## src/hdl/spw_pkg.sv

```systemverilog
// constants shared by the serial register port
package spw_pkg;
    // *************************************************
    // frame layout (bit counts after each rising edge)
    // *************************************************
    localparam int unsigned FRAME_BITS    = 24;
    localparam logic [4:0]  DIR_BIT_CNT   = 5'h07;
    localparam logic [4:0]  ADDR_LAST_CNT = 5'h0F;
    localparam logic [4:0]  DATA_LAST_CNT = 5'h17;
    localparam logic [4:0]  RD_FIRST_CNT  = 5'h10;
    localparam logic [4:0]  FRAME_END_CNT = 5'h18;
    // *************************************************
    // register map
    // *************************************************
    localparam logic [7:0]  PAGE_ADDR     = 8'hFF;
    localparam logic [7:0]  PAGE_RESET    = 8'h00;
    localparam logic [7:0]  DATA_RESET    = 8'h00;
    localparam int unsigned SYNC_STAGES   = 2;
endpackage

```

## src/hdl/spw_port.sv

```systemverilog
// serial target port turning 24-bit frames into register accesses
// How it works
// - frame starts with chip select low; input bits taken on rising clock edges.
// - eighth bit of first byte high marks a write frame.
// - eighth bit of first byte low marks a read frame.
// - second byte is the address; third byte of a write is the data.
// - on a read the third byte is shifted out from returned register data, or from the page register for address 0xFF.
// - after the 24th rising edge the write data is captured and the write held pending; address is driven at commit; enable and write flag too unless 0xFF.
// - the write is committed on the falling edge after the 24th rising edge.
// - after the 16th rising edge a read request is issued.
// - returned read data is taken before the next falling edge.
// - eight read bits leave most significant first on falling edges.
// - with the clock idle the output keeps its last bit.
// - clock rising while deselected forces the output low.
// - writing address 0xFF selects the register page.
// - the selected page stays until the page register is written again or rst reloads PAGE_RESET.
// - one register per frame; no burst and no address increment.
`timescale 1ns/1ps
module spw_port (
    // clock and reset
    input  wire logic       clk,
    input  wire logic       rst,
    // serial pins
    input  wire logic       serial_clk,
    input  wire logic       chip_select_bar_pin,
    input  wire logic       serial_data_in,
    output logic            serial_data_out,
    // internal register interface
    output logic [7:0]      reg_addr,
    output logic [7:0]      reg_wdata,
    output logic            reg_en,
    output logic            reg_wr,
    output logic [7:0]      reg_page,
    input  wire logic [7:0] reg_rdata
);
    // *************************************************
    // pin synchronisation and edge finding
    // *************************************************
    logic [2:0] pins_sync;
    logic       sclk_s;
    logic       desel_s;
    logic       mosi_s;
    logic       sclk_d_reg;
    logic       rise;
    logic       fall;

    spw_sync #(
        .WIDTH(3)
    ) u_sync (
        .clk      (clk),
        .rst      (rst),
        .async_in ({serial_clk, ~chip_select_bar_pin, serial_data_in}),
        .sync_out (pins_sync)
    );

    assign sclk_s  = pins_sync[2];
    // select travels inverted so the cleared stages read as deselected
    assign desel_s = ~pins_sync[1];
    assign mosi_s  = pins_sync[0];
    assign rise    = sclk_s & ~sclk_d_reg;
    assign fall    = ~sclk_s & sclk_d_reg;

    // *************************************************
    // frame state
    // *************************************************
    logic [4:0] cnt_reg,       cnt_next;
    logic       dir_reg,       dir_next;
    logic [7:0] addr_reg,      addr_next;
    logic [7:0] shift_reg,     shift_next;
    logic [7:0] tx_reg,        tx_next;
    logic       dout_reg,      dout_next;
    logic       wr_pend_reg,   wr_pend_next;
    logic       rd_fetch_reg,  rd_fetch_next;
    logic [7:0] page_reg,      page_next;
    logic       reg_en_reg,    reg_en_next;
    logic       reg_wr_reg,    reg_wr_next;
    logic [7:0] reg_addr_reg,  reg_addr_next;
    logic [7:0] reg_wdata_reg, reg_wdata_next;
    logic       commit;
    logic [7:0] rx_byte;

    assign rx_byte = {shift_reg[6:0], mosi_s};
    // commit on the falling edge, or on deselect if that edge never came
    assign commit  = wr_pend_reg & (desel_s | fall);

    always_comb begin
        cnt_next       = cnt_reg;
        dir_next       = dir_reg;
        addr_next      = addr_reg;
        shift_next     = shift_reg;
        tx_next        = tx_reg;
        dout_next      = dout_reg;
        wr_pend_next   = wr_pend_reg;
        rd_fetch_next  = 1'b0;
        page_next      = page_reg;
        reg_en_next    = 1'b0;
        reg_wr_next    = reg_wr_reg;
        reg_addr_next  = reg_addr_reg;
        reg_wdata_next = reg_wdata_reg;
        // read data must be valid in the same clk cycle as the read strobe
        if (rd_fetch_reg) begin
            tx_next = (reg_addr_reg == spw_pkg::PAGE_ADDR) ? page_reg : reg_rdata;
        end
        if (commit) begin
            wr_pend_next  = 1'b0;
            reg_addr_next = addr_reg;
            if (addr_reg == spw_pkg::PAGE_ADDR) begin
                page_next = reg_wdata_reg;
            end else begin
                reg_en_next = 1'b1;
                reg_wr_next = 1'b1;
            end
        end
        if (desel_s) begin
            // partial write frames are dropped: only a full frame sets wr_pend
            cnt_next = 5'h00;
            if (rise) begin
                dout_next = 1'b0;
            end
        end else begin
            if (rise && cnt_reg < spw_pkg::FRAME_END_CNT) begin
                shift_next = rx_byte;
                cnt_next   = cnt_reg + 5'h01;
                if (cnt_reg == spw_pkg::DIR_BIT_CNT) begin
                    dir_next = mosi_s;
                end
                if (cnt_reg == spw_pkg::ADDR_LAST_CNT) begin
                    addr_next = rx_byte;
                    if (!dir_reg) begin
                        reg_en_next   = 1'b1;
                        reg_wr_next   = 1'b0;
                        reg_addr_next = rx_byte;
                        rd_fetch_next = 1'b1;
                    end
                end
                if (cnt_reg == spw_pkg::DATA_LAST_CNT && dir_reg) begin
                    wr_pend_next   = 1'b1;
                    reg_wdata_next = rx_byte;
                end
            end
            // bits past the 24th are ignored: no burst
            if (fall && !dir_reg && cnt_reg >= spw_pkg::RD_FIRST_CNT
                && cnt_reg < spw_pkg::FRAME_END_CNT) begin
                dout_next = tx_reg[7];
                tx_next  = {tx_reg[6:0], 1'b0};
            end
        end
    end

    always_ff @(posedge clk) begin
        if (rst) begin
            sclk_d_reg    <= 1'b0;
            cnt_reg       <= 5'h00;
            dir_reg       <= 1'b0;
            addr_reg      <= spw_pkg::DATA_RESET;
            shift_reg     <= spw_pkg::DATA_RESET;
            tx_reg        <= spw_pkg::DATA_RESET;
            dout_reg      <= 1'b0;
            wr_pend_reg   <= 1'b0;
            rd_fetch_reg  <= 1'b0;
            page_reg      <= spw_pkg::PAGE_RESET;
            reg_en_reg    <= 1'b0;
            reg_wr_reg    <= 1'b0;
            reg_addr_reg  <= spw_pkg::DATA_RESET;
            reg_wdata_reg <= spw_pkg::DATA_RESET;
        end else begin
            sclk_d_reg    <= sclk_s;
            cnt_reg       <= cnt_next;
            dir_reg       <= dir_next;
            addr_reg      <= addr_next;
            shift_reg     <= shift_next;
            tx_reg        <= tx_next;
            dout_reg      <= dout_next;
            wr_pend_reg   <= wr_pend_next;
            rd_fetch_reg  <= rd_fetch_next;
            page_reg      <= page_next;
            reg_en_reg    <= reg_en_next;
            reg_wr_reg    <= reg_wr_next;
            reg_addr_reg  <= reg_addr_next;
            reg_wdata_reg <= reg_wdata_next;
        end
    end

    assign serial_data_out = dout_reg;
    assign reg_addr        = reg_addr_reg;
    assign reg_wdata       = reg_wdata_reg;
    assign reg_en          = reg_en_reg;
    assign reg_wr          = reg_wr_reg;
    assign reg_page        = page_reg;
endmodule

```

## src/hdl/spw_sync.sv

```systemverilog
// two-stage synchroniser for a group of asynchronous pins
`timescale 1ns/1ps
module spw_sync #(
    parameter int unsigned WIDTH = 1
) (
    // clock and reset
    input  wire logic             clk,
    input  wire logic             rst,
    // pins and synchronised copies
    input  wire logic [WIDTH-1:0] async_in,
    output logic      [WIDTH-1:0] sync_out
);
    logic [WIDTH-1:0] meta_reg;
    logic [WIDTH-1:0] meta_next;
    logic [WIDTH-1:0] sync_reg;
    logic [WIDTH-1:0] sync_next;

    if (WIDTH < 1) begin : g_bad_width
        $error("spw_sync width must be at least one");
    end

    // first stage is read only by the second
    always_comb begin
        meta_next = async_in;
        sync_next = meta_reg;
    end

    always_ff @(posedge clk) begin
        if (rst) begin
            meta_reg <= '0;
            sync_reg <= '0;
        end else begin
            meta_reg <= meta_next;
            sync_reg <= sync_next;
        end
    end

    assign sync_out = sync_reg;
endmodule

```

## config.mk

```make
export PLATFORM = sky130hd
export DESIGN_NAME = spw_port
export DESIGN_NICKNAME = d
export VERILOG_FILES = /design/src/hdl/spw_pkg.sv /design/src/hdl/spw_port.sv /design/src/hdl/spw_sync.sv
export SDC_FILE = /design/constraint.sdc
export NUM_CORES = 1
export LEC_CHECK = 0
export ABC_AREA = 1
export BUFFER_PORTS_ARGS = -buffer_cell sky130_fd_sc_hd__buf_4
export CORE_MARGIN = 2
export CORE_UTILIZATION = 45
export DETAILED_ROUTE_END_ITERATION = 16
export PLACE_DENSITY = 0.64
export SLEW_MARGIN = 40
export SYNTH_ARGS = -nofsm -noshare
export SYNTH_HDL_FRONTEND = slang
export SYNTH_HIERARCHICAL = 1
export SYNTH_SLANG_ARGS = --single-unit
export TNS_END_PERCENT = 10
```

## constraint.sdc

```tcl
create_clock -name clk -period 1.9 [get_ports clk]
set_input_delay 0.19 -clock clk [delete_from_list [all_inputs] [get_ports clk]]
set_output_delay 0.19 -clock clk [all_outputs]
set_load 0.05 [all_outputs]
```

# After elaboration in Yosys (flattened, before gate mapping)

Cells that the tools add are included.

Register bits after elaboration: 65
Input port bits: 13
Output and inout bits: 27
Logic and storage cells: 79

$add $sub $neg: 1
Order comparisons: 2
Equal/unequal tests: 6
Mux-type cells: 29
Bitwise logic cells: 10
Reductions and logical operators: 15

Operators by type and width:

| kind                                                            | count |
|---|---|
| 8-bit 2-to-1 mux                                                | 9 |
| 1-bit 2-to-1 mux                                                | 20 |
| 8-bit == test, second input constant                            | 2 |
| 3-bit AND reduction                                             | 3 |
| 1-bit NOT                                                       | 6 |
| 2-bit AND reduction                                             | 3 |
| 5-bit by 1-bit adder with 5-bit output, second input constant   | 1 |
| 5-bit by 3-bit == test with 1-bit output, second input constant | 1 |
| 5-bit by 4-bit == test with 1-bit output, second input constant | 1 |
| 5-bit == test, second input constant                            | 1 |
| 5-bit >= comparator, second input constant                      | 1 |
| 1-bit logical AND                                               | 5 |
| 5-bit less-than comparator, second input constant               | 1 |
| 4-bit OR reduction                                              | 1 |
| 1-bit AND                                                       | 3 |
| 2-bit inequality test, second input constant                    | 1 |
| 2-bit nonzero test                                              | 1 |
| 2-bit OR reduction                                              | 1 |
| 1-bit logical NOT                                               | 1 |
| 1-bit OR                                                        | 1 |

# Longest topological paths before layout

Word-level depth: 9
Mapped depth: 9
Gate-level depth less buffers: 8

# Hierarchy

The synthesis kept the hierarchy.

By module, submodules not included:

| module   | instances | cells an instance | area each (um2) | sequential area each (um2) |
|---|---|---|---|---|
| spw_port | 1         | 385               | 2653.8          | 1181.1 |
| spw_sync | 1         | 18                | 165.2           | 120.1 |

# Worst setup path after synthesis

Ideal clock, no wire load.

Kind: register -> register
From: register cnt_reg[0]
To: register reg_addr_reg[0] (netlist: reg_addr[0])
Library setup time: 0.060 ns
Data arrival time: 1.667 ns
Required time: 1.840 ns
Slack: 0.173 ns
Stages on the path, launching flop included: 10
Path buffers: 1
Period minus slack after synthesis: 1.727 ns
Cell sequence: dfxtp_1 > ha_1 > nand2_1 > nor2_1 > ha_1 > clkbuf_1 > inv_1 > nor2_1 > nand4_1 > nand2_1

Word-level cells in the longest chain between the ends: 4
Elaborated cells on any way between the ends: 6
Those cells by class: order compare: 1; eq/ne: 1; mux: 3; reduce/logical: 1

RTL lines:

| item                                                                                          | RTL line                         | text |
|---|---|---|
| start: declaration                                                                            | spw_port.sv:66                   | `logic [4:0] cnt_reg, cnt_next;` |
| start signal: assignment                                                                      | spw_port.sv:168                  | `cnt_reg <= cnt_next;` |
| 5-bit less-than comparator / 5-bit by 4-bit == test with 1-bit output (equally long branches) | spw_port.sv:121, spw_port.sv:127 |  |
| 1-bit logical AND / 8-bit 2-to-1 mux (equally long branches)                                  | spw_port.sv:121, spw_port.sv:127 |  |
| 8-bit 2-to-1 mux (*)                                                                          | spw_port.sv:121                  | `if (rise && cnt_reg < spw_pkg::FRAME_END_CNT) begin` |
| 8-bit 2-to-1 mux (*)                                                                          | spw_port.sv:114                  | `if (desel_s) begin` |
| end signal: assignment                                                                        | spw_port.sv:164                  | `reg_addr_reg <= spw_pkg::DATA_RESET;` |
| end signal: assignment                                                                        | spw_port.sv:179                  | `reg_addr_reg <= reg_addr_next;` |
| end: declaration                                                                              | spw_port.sv:77                   | `logic [7:0] reg_addr_reg, reg_addr_next;` |

Every way passes the cells marked *; elsewhere a longest branch is shown, timed or not.
A chain may end at the register's enable or synchronous reset.

# Worst setup path after layout

From: register cnt_reg[0]
To: register reg_en_reg (netlist: reg_en)

Word-level cells in the longest chain between the ends: 4
Elaborated cells on any way between the ends: 6
Those cells by class: order compare: 1; eq/ne: 1; mux: 3; reduce/logical: 1

RTL lines:

| item                                                                                          | RTL line                         | text |
|---|---|---|
| 5-bit less-than comparator / 5-bit by 4-bit == test with 1-bit output (equally long branches) | spw_port.sv:121, spw_port.sv:127 |  |
| 1-bit logical AND / 1-bit 2-to-1 mux (equally long branches)                                  | spw_port.sv:121, spw_port.sv:127 |  |
| 1-bit 2-to-1 mux (*)                                                                          | spw_port.sv:121                  |  |
| 1-bit 2-to-1 mux (*)                                                                          | spw_port.sv:114                  |  |
| end signal: assignment                                                                        | spw_port.sv:177                  | `reg_en_reg <= reg_en_next;` |
| end: declaration                                                                              | spw_port.sv:75                   | `logic reg_en_reg, reg_en_next;` |

Marked as above.

==> impl_metrics.env <==
export IMPL_slew_headroom=0.638
export IMPL_area_delta_synth_final_pct=19.8
export IMPL_cts_tree="yes"
export IMPL_slowest_delay_ns=0.37
export IMPL_overflow=0
export IMPL_viasPerCell=4.90
export IMPL_max_cap_violations=0
export IMPL_dp_slack_ns=0.259
export IMPL_yosysTopAreaCellShare=0.462
export IMPL_track_usage=0.190
export IMPL_cts_buffers=9
export IMPL_clkPwrFrac=0.417
export IMPL_p_sw_frac=0.224
export IMPL_muxShareOfSynthArea=0
export IMPL_required_ns=2.16
export IMPL_dr_first_iter_drc_count=92
export IMPL_crit_arrival_ns=1.96
export IMPL_path_cells="ha_1, nand2_1, nor2_1, ha_1, nand3_1, o21ai_0"
export IMPL_synthArstFlopShare=0
export IMPL_syn_inst=403
export IMPL_p_sw_uw=559
export IMPL_synth_compound_area_share=0.0879
export IMPL_critPathBufInv=0
export IMPL_setup_viol_count_final=0
export IMPL_grt_pass1_wl_um=10800
export IMPL_ys_types=24
export IMPL_dp_hpwl_um=4550
export IMPL_setup_tns_ns=0
export IMPL_rsz0062_at_grt="false"
export IMPL_grt_pass1_vias=2322
export IMPL_synth_area_per_cell_um2=6.99
export IMPL_clkLatencyLatePin_ns=0.34
export IMPL_gp_routability_congestion=0.814
export IMPL_rows=28
export IMPL_antenna_cells=0
export IMPL_clock_fmax_mhz=588
export IMPL_synth_adder_area_share=0.00888
export IMPL_synth_top_family_by_area="simple AND/OR/NAND/NOR gates"
export IMPL_die_w_um=83.1
export IMPL_synth_edff_count=0
export IMPL_synth_simple_gate_area_frac=0.361
export IMPL_pwr_share_seq=0.549
export IMPL_crit_type="reg2reg"
export IMPL_yosysWarnings=6
export IMPL_port_buffers=39
export IMPL_synthesis_area_um2=2820
export IMPL_cts_root_buf="clkbuf_8"
export IMPL_hold_buffers=0
export IMPL_drt_total_wl_um=6420
export IMPL_yosysTopAreaCell="dfxtp_1"
export IMPL_internal_power_uw=1940
export IMPL_synth_seq_area_share=0.462
export IMPL_drc=0
export IMPL_core_region_area_um2=5990
export IMPL_start_util=0.471
export IMPL_h_tree_depth=3
export IMPL_firstDrtPassIters=4
export IMPL_path_clk_slew_ns=0.07
export IMPL_die_area_um2=6910
export IMPL_finalHoldViolations=0
export IMPL_wl_per_cell_um=12.2
export IMPL_final_antenna_net_count=0
export IMPL_ys_top_cells_by_area="dfxtp_1, nand2_1, nand3_1"
export IMPL_critPathLaunchType="register"
export IMPL_powerDensity_nw_per_um2=741
export IMPL_antenna_found_initial=0
export IMPL_vias=2589
export IMPL_nNetsFinal=463
export IMPL_worstMarginPinSlew_ns=0.541
export IMPL_finalClockSkew_ns=0.0113
export IMPL_min_period_ns=1.70
export IMPL_cts_sinks=65
export IMPL_syn_num_nets=418
export IMPL_combinationalPowerShare=0.034
export IMPL_drive_above_1_share=0.168
export IMPL_synth_ff_type="dfxtp_1"
export IMPL_post_route_worst_setup_slack_ns=0.198
export IMPL_ys_top_cells_by_count="nand2_1, dfxtp_1, nor2_1"
export IMPL_post_route_period_util=0.896
export IMPL_endpoint_kind="register"
export IMPL_cts_resized_gates=0
export IMPL_synth_xor_area_frac=0.00311
export IMPL_crit_family="simple AND/OR/NAND/NOR gates"
export IMPL_post_cts_buffers=0
export IMPL_synth_most_common_cell="nand2_1"
export IMPL_ios=40
export IMPL_ir_drop_mv=0.440
export IMPL_slew_viol_final=0
export IMPL_cpMaxStageDelayCell="dfxtp_1"
export IMPL_hold_path_class="in2reg"
export IMPL_worst_path_most_repeated_cell="ha_1"
export IMPL_ys_ff_latch=65
export IMPL_dieHeight_um=83.1
export IMPL_grt_max_degree=29
export IMPL_p_leak_uw=0.00141
export IMPL_clockBufferDepth=2
export IMPL_status="complete, no violations"
export IMPL_path_max_fanout=11
-- layout make-up --
cell class	count	area, µm²
Fill cell	607	2610
Sequential cell	65	1300
Multi-Input combinational cell	283	1300
Timing Repair Buffer	47	353
Clock buffer	13	159
Inverter	42	158
Tap cell	75	93.8
Clock inverter	3	15.0
-- logic make-up after synthesis --
logic type,Yosys count
DFF,65
xor gates and xnor gates,1
and+or+nand+nor,231
AOI/OAI and AO/OA,49
buffers and inverters,55
adders and majority gates,2
-- final timing paths --
path                                                       to  slack (ns)                           from  depth (start not counted)
worst min-delay path            u_sync/meta_reg[2]$_SDFF_PP0_        0.05                     serial_clk                          3
worst max register to register              reg_en$_SDFF_PP0_        0.20        cnt_reg[0]$_SDFFE_PP0P_                          6
worst min register to register  u_sync/sync_out[1]$_SDFF_PP0_        0.40  u_sync/meta_reg[1]$_SDFF_PP0_                          2
worst max-delay path                        reg_en$_SDFF_PP0_        0.20        cnt_reg[0]$_SDFFE_PP0P_                          6
-- tightest hold or removal path, delay by kind of cell --
family | cells | cell delay, ns
buf+inv | 2 | 0.10
simple gates | 1 | 0.06
-- placed cells by master, fill, tap and decap left out, types with 8 or more instances in the layout --
master,count
nand2_1,93
dfxtp_1,65
nor2_1,60
nand3_1,48
buf_4,47
inv_1,38
a21oi_1,27
o21ai_0,20
clkbuf_8,11
nand4_1,9
nor3_1,8
-- per-stage QoR --
step / cells / total power [µW] / util / hold WS [ns] / instance area (µm²)
finish: 528 / 2500 / 0.564 / 0.0477 / 3380
global route: 528 / 2600 / 0.564 / 0.0617 / 3380
CTS: 528 / 2530 / 0.564 / 0.0487 / 3380
detailed placement: 512 / 1490 / 0.535 / 0.394 / 3200
global placement: 512 / 1490 / 0.535 / 0.391 / 3200
floorplan: 403 / 1450 / - / 0.261 / 2820
-- power by group through the flow --
stage	Sequential (µW)	Combinational (µW)	Clock, µW
CTS	1370	84.7	1070
detailed placement	1410	84.5	0
floorplan	1400	49.4	0
global placement	1410	84.0	0
finish	1370	84.2	1040
global route	1370	96.4	1130
-- per-layer routing --
metal	part of all wire	global-route usage	vias up	wire, µm
met1	0.49	0.259	1147	3160
met4	0.0090	0.0715	0	58
li1	-	-	1380	-
met3	0.054	0.0487	7	348
met5	0	0	-	0
met2	0.44	0.289	55	2850
Note: power is estimated with default switching activity, not from simulation.
